--- config.mk ---
export PLATFORM = sky130hd
export DESIGN_NAME = mac_assist
export DESIGN_NICKNAME = d
export VERILOG_FILES = /design/src/hw/mac_assist_pkg.sv /design/src/hw/mac_assist.sv
export SDC_FILE = /design/constraint.sdc
export NUM_CORES = 1
export LEC_CHECK = 0
export ABC_AREA = 1
export BUFFER_PORTS_ARGS = -buffer_cell sky130_fd_sc_hd__buf_4
export CORE_ASPECT_RATIO = 0.7
export CORE_MARGIN = 8
export CORE_UTILIZATION = 54
export DETAILED_ROUTE_END_ITERATION = 7
export HOLD_SLACK_MARGIN = 0.02
export MAX_ROUTING_LAYER = met4
export PLACE_DENSITY = 0.8
export SYNTH_ARGS = -nofsm -noshare
export SYNTH_HDL_FRONTEND = slang
export SYNTH_SLANG_ARGS = --single-unit
--- constraint.sdc ---
create_clock -name CLK_SYS -period 1.89 [get_ports CLK_SYS]
set_input_delay 0.0945 -clock CLK_SYS [delete_from_list [all_inputs] [get_ports CLK_SYS]]
set_output_delay 0.0945 -clock CLK_SYS [all_outputs]
set_load 0.005 [all_outputs]
--- src/hw/mac_assist_pkg.sv ---
// Shared constants, types and register map of the MAC assist block
package mac_assist_pkg;

  // ==========================================================
  // Register map: printed offsets are indices, byte = 4*index
  localparam logic [7:0] IDX_STATUS     = 8'h01;
  localparam logic [7:0] IDX_STATE_CTRL = 8'h02;
  localparam logic [7:0] IDX_EXT_CTRL_A = 8'h17;
  localparam logic [7:0] IDX_EXT_CTRL_B = 8'h2c;
  localparam int         ADDR_W         = 10;

  // ==========================================================
  // Field positions
  localparam int ACK_DELAY_BIT = 2;
  localparam int RES_ACCEPT_BIT = 4;
  localparam int RES_FILTER_BIT = 5;
  localparam int SLOTTED_BIT    = 0;
  localparam int CSMA_LSB       = 1;
  localparam int FRAME_LSB      = 4;
  localparam int RESULT_LSB     = 5;
  localparam logic [7:0] CTRL_A_MASK = 8'h34;

  // ==========================================================
  // Reset values
  localparam logic [7:0] CTRL_A_RST = 8'h00;
  localparam logic [7:0] CTRL_B_RST = 8'h38;

  // ==========================================================
  // Commands, transaction results and frame types
  localparam logic [4:0] CMD_TX_START   = 5'h02;
  localparam logic [4:0] CMD_OFF        = 5'h08;
  localparam logic [4:0] CMD_RX_ACK_ON  = 5'h16;
  localparam logic [4:0] CMD_TX_RETRY_ON = 5'h19;
  localparam logic [2:0] RES_SUCCESS    = 3'h0;
  localparam logic [2:0] RES_DATA_PEND  = 3'h1;
  localparam logic [2:0] RES_ACK_TRIG   = 3'h2;
  localparam logic [2:0] RES_CHAN_FAIL  = 3'h3;
  localparam logic [2:0] RES_NO_ACK     = 3'h5;
  localparam logic [2:0] RES_INVALID    = 3'h7;
  localparam logic [2:0] FT_DATA        = 3'h1;
  localparam logic [2:0] FT_COMMAND     = 3'h3;

  // ==========================================================
  // Timing
  localparam int CLK_NS         = 10;
  localparam int SYMBOL_US      = 16;
  localparam int ACK_STD_SYM    = 12;
  localparam int ACK_READY_SYM  = 3;
  localparam int ACK_WAIT_SYM   = 54;
  localparam int ACK_SHORT_US   = 32;
  localparam int ACK_LEAD_US    = 16;
  localparam int ACK_SHORT_CYC  = (ACK_SHORT_US * 1000 + CLK_NS - 1) / CLK_NS;
  localparam int ACK_LEAD_CYC   = (ACK_LEAD_US * 1000 + CLK_NS - 1) / CLK_NS;
  localparam int ACK_STD_DEF    =
    (ACK_STD_SYM * SYMBOL_US * 1000 + CLK_NS - 1) / CLK_NS;
  localparam int ACK_READY_DEF  =
    (ACK_READY_SYM * SYMBOL_US * 1000 + CLK_NS - 1) / CLK_NS;
  localparam int ACK_WAIT_DEF   =
    (ACK_WAIT_SYM * SYMBOL_US * 1000) / CLK_NS;
  localparam int CNT_W          = 17;

  // ==========================================================
  // Types
  typedef enum logic [3:0] {
    ST_OFF, ST_RX_LISTEN, ST_RX_BUSY, ST_ACK_DELAY, ST_ACK_HOLD,
    ST_ACK_LEAD, ST_TX_IDLE, ST_TX_CCA, ST_TX_SEND, ST_TX_ACKWAIT
  } state_t;

  typedef struct packed {
    logic       sfd;
    logic       frame_end;
    logic [2:0] frame_type;
    logic       fcs_ok;
    logic       addr_match;
    logic       ack_req;
  } rx_report_t;

  typedef struct packed {
    logic cca_done;
    logic cca_idle;
    logic tx_done;
    logic ack_req;
    logic ack_valid;
    logic ack_pending;
  } tx_report_t;

endpackage : mac_assist_pkg

--- src/hw/mac_assist.sv ---
// Auto-acknowledge receive and auto-retry transmit assist with APB registers
`timescale 1ns/1ps
`default_nettype none

module mac_assist
  import mac_assist_pkg::*;
#(
  parameter int ACK_STD_CYC   = ACK_STD_DEF,
  parameter int ACK_READY_CYC = ACK_READY_DEF,
  parameter int ACK_WAIT_CYC  = ACK_WAIT_DEF
) (
  // Clock and reset
  input  wire logic              CLK_SYS,
  input  wire logic              NRST,
  // APB slave
  input  wire logic              PSEL,
  input  wire logic              PENABLE,
  input  wire logic              PWRITE,
  input  wire logic [ADDR_W-1:0] PADDR,
  input  wire logic [31:0]       PWDATA,
  output logic      [31:0]       PRDATA,
  output logic                   PREADY,
  output logic                   PSLVERR,
  // Receive and transmit reports from the radio
  input  wire rx_report_t        RX_REPORT,
  input  wire tx_report_t        TX_REPORT,
  // Host trigger pin
  input  wire logic              SLEEP_TX_TRIGGER_PIN,
  // Events and radio requests
  output logic                   FRAME_END_EVENT,
  output logic                   ADDRESS_MATCH_EVENT,
  output logic                   ACK_TX_START,
  output logic                   CCA_REQ,
  output logic                   FRAME_TX_START
);

  // ==========================================================
  // Elaboration checks
  if (ACK_STD_CYC < 1 || ACK_STD_CYC >= 2**CNT_W ||
      ACK_READY_CYC < 1 || ACK_READY_CYC >= 2**CNT_W ||
      ACK_WAIT_CYC < 1 || ACK_WAIT_CYC >= 2**CNT_W) begin : g_bad
    $error("mac_assist: timing count out of range");
  end

  // ==========================================================
  // State
  typedef struct packed {
    state_t           st;
    logic [7:0]       ctrl_a;
    logic [7:0]       ctrl_b;
    logic [2:0]       result;
    logic [CNT_W-1:0] cnt;
    logic [CNT_W-1:0] age;
    logic             trig_seen;
    logic [2:0]       csma;
    logic [3:0]       frames;
    logic [2:0]       sync;
    logic             trig_lvl;
    logic             pready;
    logic             pslverr;
    logic [31:0]      prdata;
    logic             fe;
    logic             address_match_event;
    logic             ack_start;
    logic             cca_req;
    logic             tx_start;
  } core_t;

  localparam core_t CORE_RST = '{
    st: ST_OFF, ctrl_a: CTRL_A_RST, ctrl_b: CTRL_B_RST,
    result: RES_INVALID, default: '0};

  core_t r;
  core_t next_r;

  logic             acc;
  logic             done;
  logic [7:0]       idx;
  logic             reserved;
  logic             do_fe;
  logic             do_ami;
  logic             do_ack;
  logic             trig_edge;
  logic [CNT_W-1:0] delay_cyc;

  // ==========================================================
  // Next-state logic
  always_comb begin
    next_r = r;
    next_r.fe = 1'b0;
    next_r.address_match_event = 1'b0;
    next_r.ack_start = 1'b0;
    next_r.cca_req = 1'b0;
    next_r.tx_start = 1'b0;
    next_r.age = r.age + 1'b1;
    idx = PADDR[ADDR_W-1:2];

    // Trigger pin synchroniser, counted once stages two and three agree
    next_r.sync = {r.sync[1:0], SLEEP_TX_TRIGGER_PIN};
    trig_edge = (r.sync[1] == r.sync[2]) && r.sync[2] && !r.trig_lvl;
    if (r.sync[1] == r.sync[2]) begin
      next_r.trig_lvl = r.sync[2];
    end

    // Frame classification
    reserved = RX_REPORT.frame_type[2];
    do_fe = 1'b0;
    do_ami = 1'b0;
    do_ack = 1'b0;
    if (reserved) begin
      if (r.ctrl_a[RES_ACCEPT_BIT]) begin
        if (r.ctrl_a[RES_FILTER_BIT]) begin
          do_ami = RX_REPORT.addr_match;
          do_fe = RX_REPORT.addr_match && RX_REPORT.fcs_ok;
          do_ack = do_fe && RX_REPORT.ack_req;
        end else begin
          do_fe = RX_REPORT.fcs_ok;
        end
      end
    end else begin
      do_ami = RX_REPORT.addr_match;
      do_fe = RX_REPORT.addr_match && RX_REPORT.fcs_ok;
      do_ack = do_fe && RX_REPORT.ack_req &&
               (RX_REPORT.frame_type == FT_DATA ||
                RX_REPORT.frame_type == FT_COMMAND);
    end
    delay_cyc = r.ctrl_a[ACK_DELAY_BIT] ?
                CNT_W'(ACK_SHORT_CYC) : CNT_W'(ACK_STD_CYC);

    // APB: answer one cycle into the access phase
    acc = PSEL && PENABLE;
    done = acc && r.pready;
    next_r.pready = acc && !r.pready;
    if (acc && !r.pready) begin
      next_r.pslverr = 1'b0;
      next_r.prdata = 32'h0;
      case (idx)
        IDX_STATUS:     next_r.prdata = {28'h0, r.st};
        IDX_STATE_CTRL: next_r.prdata = {24'h0, r.result, 5'h00};
        IDX_EXT_CTRL_A: next_r.prdata = {24'h0, r.ctrl_a};
        IDX_EXT_CTRL_B: next_r.prdata = {24'h0, r.ctrl_b};
        default:        next_r.pslverr = 1'b1;
      endcase
    end

    // Main sequencer
    case (r.st)
      ST_RX_LISTEN: begin
        if (RX_REPORT.sfd) begin
          next_r.st = ST_RX_BUSY;
        end
      end
      ST_RX_BUSY: begin
        if (RX_REPORT.frame_end) begin
          next_r.fe = do_fe;
          next_r.address_match_event = do_ami;
          next_r.cnt = CNT_W'(1);
          next_r.age = CNT_W'(1);
          next_r.trig_seen = 1'b0;
          if (!do_ack) begin
            next_r.st = ST_RX_LISTEN;
          end else if (r.ctrl_b[SLOTTED_BIT]) begin
            next_r.st = ST_ACK_HOLD;
            next_r.result = RES_ACK_TRIG;
          end else begin
            next_r.st = ST_ACK_DELAY;
          end
        end
      end
      ST_ACK_DELAY: begin
        next_r.cnt = r.cnt + 1'b1;
        if (r.cnt == delay_cyc) begin
          next_r.ack_start = 1'b1;
          next_r.st = ST_RX_LISTEN;
        end
      end
      ST_ACK_HOLD: begin
        if (r.cnt < CNT_W'(ACK_READY_CYC)) begin
          next_r.cnt = r.cnt + 1'b1;
        end
        if (trig_edge) begin
          next_r.trig_seen = 1'b1;
        end
        if ((trig_edge || r.trig_seen) &&
            r.cnt >= CNT_W'(ACK_READY_CYC)) begin
          next_r.st = ST_ACK_LEAD;
          next_r.cnt = CNT_W'(1);
        end
      end
      ST_ACK_LEAD: begin
        next_r.cnt = r.cnt + 1'b1;
        if (r.cnt == CNT_W'(ACK_LEAD_CYC)) begin
          next_r.ack_start = 1'b1;
          next_r.result = RES_SUCCESS;
          next_r.st = ST_RX_LISTEN;
        end
      end
      ST_TX_IDLE: begin
        if (done && PWRITE && idx == IDX_STATE_CTRL &&
            PWDATA[4:0] == CMD_TX_START) begin
          next_r.st = ST_TX_CCA;
          next_r.cca_req = 1'b1;
          next_r.csma = 3'h0;
          next_r.frames = 4'h0;
          next_r.result = RES_INVALID;
        end
      end
      ST_TX_CCA: begin
        if (TX_REPORT.cca_done) begin
          if (TX_REPORT.cca_idle) begin
            next_r.tx_start = 1'b1;
            next_r.st = ST_TX_SEND;
          end else if (r.csma == r.ctrl_b[CSMA_LSB +: 3]) begin
            next_r.result = RES_CHAN_FAIL;
            next_r.fe = 1'b1;
            next_r.st = ST_TX_IDLE;
          end else begin
            next_r.csma = r.csma + 1'b1;
            next_r.cca_req = 1'b1;
          end
        end
      end
      ST_TX_SEND: begin
        if (TX_REPORT.tx_done) begin
          next_r.cnt = CNT_W'(1);
          if (TX_REPORT.ack_req) begin
            next_r.st = ST_TX_ACKWAIT;
          end else begin
            next_r.result = RES_SUCCESS;
            next_r.fe = 1'b1;
            next_r.st = ST_TX_IDLE;
          end
        end
      end
      ST_TX_ACKWAIT: begin
        next_r.cnt = r.cnt + 1'b1;
        if (TX_REPORT.ack_valid) begin
          next_r.result = TX_REPORT.ack_pending ? RES_DATA_PEND : RES_SUCCESS;
          next_r.fe = 1'b1;
          next_r.st = ST_TX_IDLE;
        end else if (r.cnt == CNT_W'(ACK_WAIT_CYC)) begin
          if (r.frames == r.ctrl_b[FRAME_LSB +: 4]) begin
            next_r.result = RES_NO_ACK;
            next_r.fe = 1'b1;
            next_r.st = ST_TX_IDLE;
          end else begin
            next_r.frames = r.frames + 1'b1;
            next_r.csma = 3'h0;
            next_r.cca_req = 1'b1;
            next_r.st = ST_TX_CCA;
          end
        end
      end
      default: begin
      end
    endcase

    // Register writes take effect at the completing edge
    if (done && PWRITE) begin
      case (idx)
        IDX_EXT_CTRL_A: next_r.ctrl_a = PWDATA[7:0] & CTRL_A_MASK;
        IDX_EXT_CTRL_B: next_r.ctrl_b = PWDATA[7:0];
        IDX_STATE_CTRL: begin
          if (PWDATA[4:0] == CMD_RX_ACK_ON) begin
            next_r.st = ST_RX_LISTEN;
          end else if (PWDATA[4:0] == CMD_TX_RETRY_ON) begin
            next_r.st = ST_TX_IDLE;
          end else if (PWDATA[4:0] == CMD_OFF) begin
            next_r.st = ST_OFF;
          end
        end
        default: begin
        end
      endcase
    end
  end

  // ==========================================================
  // State register
  always_ff @(posedge CLK_SYS or negedge NRST) begin
    if (!NRST) begin
      r <= CORE_RST;
    end else begin
      r <= next_r;
    end
  end

  assign PRDATA = r.prdata;
  assign PREADY = r.pready;
  assign PSLVERR = r.pslverr;
  assign FRAME_END_EVENT = r.fe;
  assign ADDRESS_MATCH_EVENT = r.address_match_event;
  assign ACK_TX_START = r.ack_start;
  assign CCA_REQ = r.cca_req;
  assign FRAME_TX_START = r.tx_start;

  logic rx_fin;
  assign rx_fin = r.st == ST_RX_BUSY && RX_REPORT.frame_end && reserved;
endmodule : mac_assist

`default_nettype wire

==> summary.md <==
| Metric | Value |
|---|---|
| Nets | approximately 760 |
| Die area | 10900 µm² |
| Setup violators final | 0 |
| Clock buffer depth | 2 |
| Avg Vias per Cell | roughly 5.3 |
| Fmax achieved | ~0.54 GHz |
| Final wirelength | between 10 and 15 mm |
| Dpl cell area | 4850 µm² |
| Post-synth EDFFs | 0 |
| Cell row count | 27 |
| Routed wire length per instance | about 15 µm |
| Netlist Area Pre-Place | 4200 µm² |
| Die W | around 120 µm |
| Initial antenna violation count | 0 |
| Clock skew | between 0.015 and 0.02 ns |
| Die height | 89.8 µm |
| Drc violations | 0 |
| Port Buf Inserts | 49 |
| Sink Count | slightly above 60 |
| Sequential share of the synthesized area | 37.1% |
| Root buf cell | clkbuf_8 |
| RSZ-0062 raised after global routing | yes |
| All-Layer GR Usage | a little under a quarter |
| Drt pass-1 iters | 5 |
| Mux cell area share after synthesis | 0.536% |
| Global route overflow | 0 |
| Slew at the pin closest to its max-slew limit | approximately 0.79 ns |
| CP startpoint kind | flop |
| Largest net degree at the start of global routing | 63 |
| CP Data Required Time | 2.13 ns |
| Adder-cell area share of the yosys netlist | about 1.5% |
| Synth cell types | 37 |
| Finished Cell Area | around 5200 µm² |
| 1st-iter DRT viols | roughly 570 |
| Share of cells above drive strength 1 | around 22% |
| WS Path Type | flop to flop |
| CP max FO | 5 |
| First-pass GRT wire length | between 15 and 20 mm |
| IO Pins | 101 |
| P_leak | roughly 2.7 nW |
| YS warnings | 0 |
| Maximum VDD drop | between 1 and 1.5 mV |
| Placed instance count | between 700 and 800 |
| Max_cap viols | 0 |
| Slew margin rel. | between 40% and 50% |
| Register bit total from synthesis | 62 |
| Status | completed |
| Antenna-violating nets left | 0 |
| Main synth FF type | dfrtp_1 |
| Post-DP HPWL | approximately 9.5 mm |
| ANT cells | 0 |
| Setup TNS | 0 ns |
| Initial Util | between 50 and 60% |
| Placer Congestion | ~0.96 |
| Vias in the first global route | 4072 |
| Final Critical Period | approximately 1.9 ns |
| Leading cell type in the layout, fill and taps excluded | nand2_1 |
| Core ar. | around 7700 µm² |
| Setup WS pre-CTS | 0.0152 ns |
| Post-layout util | approximately two thirds |
| Post-route setup slack | between 0.02 and 0.03 ns |
| Synth Area in Compound Gates | between 10% and 20% |
| Simple-gate share of the synthesized area | about a third |
| Average size of a mapped cell | roughly 7 µm² |
| Post-CTS setup buffer count | 0 |
| Reg clk slew, reported paths | around 0.07 ns |
| Most frequent cells in the layout | 141 x nand2_1, 92 x buf_4, 77 x inv_1 |
| Final hold vios | 0 |
| Skew-Pair Late Insertion Delay | 0.35 ns |
| Main combinational cell family by area after synthesis | simple AND/OR/NAND/NOR gates |
| Layout area overhead | 23.3% |
| Async set or reset register ratio after synthesis | 100% |
| CTS tree | yes |
| Crit end category | flop |
| P per Cell Area | 1160 nW/µm² |
| CP arrival | 2.10 ns |
| Synth Instances | about 600 |
| Worst hold path class | input port to flop |
| Routed via count | 4238 |
| TritonCTS Buffers | 9 |
| H-tree depth | 3 |
| Max-slew violation count | 0 |
| Post-Synth XOR/XNOR Area | about 3.1% |
| Tcrit/Tclk final | between 90% and 100% |
| Final Non-Filler Cells | a little under 800 |
==> state kept, by name, indices dropped and copies added (netlist names) <==
name,count
ADDRESS_MATCH_EVENT,1
next_r,2
ACK_TX_START,1
PREADY,1
FRAME_TX_START,1
CCA_REQ,1
PRDATA,8
FRAME_END_EVENT,1
PSLVERR,1
r,45
==> power breakdown <==
group | internal (mW) | total [mW] | leakage [nW] | switching (mW)
combinational | 1.17 | 3.03 | 1.75 | 1.86
clock | 0.675 | 1.21 | 0.106 | 0.532
sequential | 1.56 | 1.78 | 0.807 | 0.226
==> worst max-delay path, cell delays in order, from the launching register on <==
cell and delay (ns):
dfrtp_1 0.40, inv_1 0.17, buf_4 0.15, nand3_1 0.14
nand2_1 0.13, inv_1 0.05, nand2_1 0.08, nor2_2 0.07
o21ai_0 0.24, nand3_1 0.14, a21oi_2 0.13, nor2_1 0.05
==> cell usage after synthesis, types with 5 or more instances <==
cell type	number	share of area, %
nor3_1	15	1.8
a21oi_1	24	2.9
dfstp_2	6	3.8
dfrtp_1	56	33
xor2_1	11	2.3
ha_1	5	1.5
o21ai_0	39	4.6
nand4_1	19	2.8
buf_4	32	5.7
inv_1	77	6.9
nand2_1	145	13
nand3_1	48	5.7
nor2_1	61	5.4
o22ai_1	6	0.89
==> final cells by class <==
| cell class | count | area, µm² |
|---|---|---|
| clock inverter | 4 | 45.0 |
| sequential | 62 | 1560 |
| fill | 660 | 2520 |
| clock buffer | 12 | 155 |
| timing repair buffer | 98 | 761 |
| tap | 101 | 126 |
| multi-input combinational | 437 | 2230 |
| inverter | 80 | 300 |
==> metrics by stage <==
step	power (mW)	hold WS [ns]
after detailed placement	4.56	0.207
after global placement	4.49	0.205
after floorplan	3.53	-0.201
after global routing	6.39	0.0563
final	6.02	0.0307
after CTS	5.79	0.0279
==> per-layer routing <==
layer | GRT usage (%) | wire [µm] | vias to the layer above
met5 | - | 0 | -
met4 | 5.83 | 169 | 0
met3 | 5.18 | 1250 | 17
met2 | 30.2 | 4880 | 216
met1 | 33.7 | 5860 | 1927
li1 | - | - | 2078
==> kinds of logic (layout without fill, tap and decap cells) <==
kind of cell | Yosys count | in the layout
AO/OA/AOI/OAI | 85 | 85
XOR/XNOR | 15 | 15
adder cells (fa/ha/maj) | 5 | 5
buffers and inverters | 119 | 194
flip-flops | 62 | 62
multiplexers | 2 | 2
other | 1 | 24
AND/OR/NAND/NOR | 306 | 306
==> worst paths after layout <==
check,slack (ns),startpoint,end,cells after the start
max,0.03,r[106],r[106],11
min,0.03,TX_REPORT[4],FRAME_TX_START,3
max reg2reg,0.03,r[106],r[106],11
min reg2reg,0.34,next_r[41],next_r[42],0
max in group asynchronous,0.97,NRST,r[105],2
min in group asynchronous,0.35,NRST,r[72],2
==> timing repair <==
item / 4_1_cts / 5_1_grt
pin swaps: 0 / 3
resized for setup: 3 / 20
endpoints found under the hold margin: 60 / 0
endpoints found under the setup margin: 4 / 29
hold buffers: 5 / 0
cloned: 0 / 0
Power figures use the tool's default switching activity.
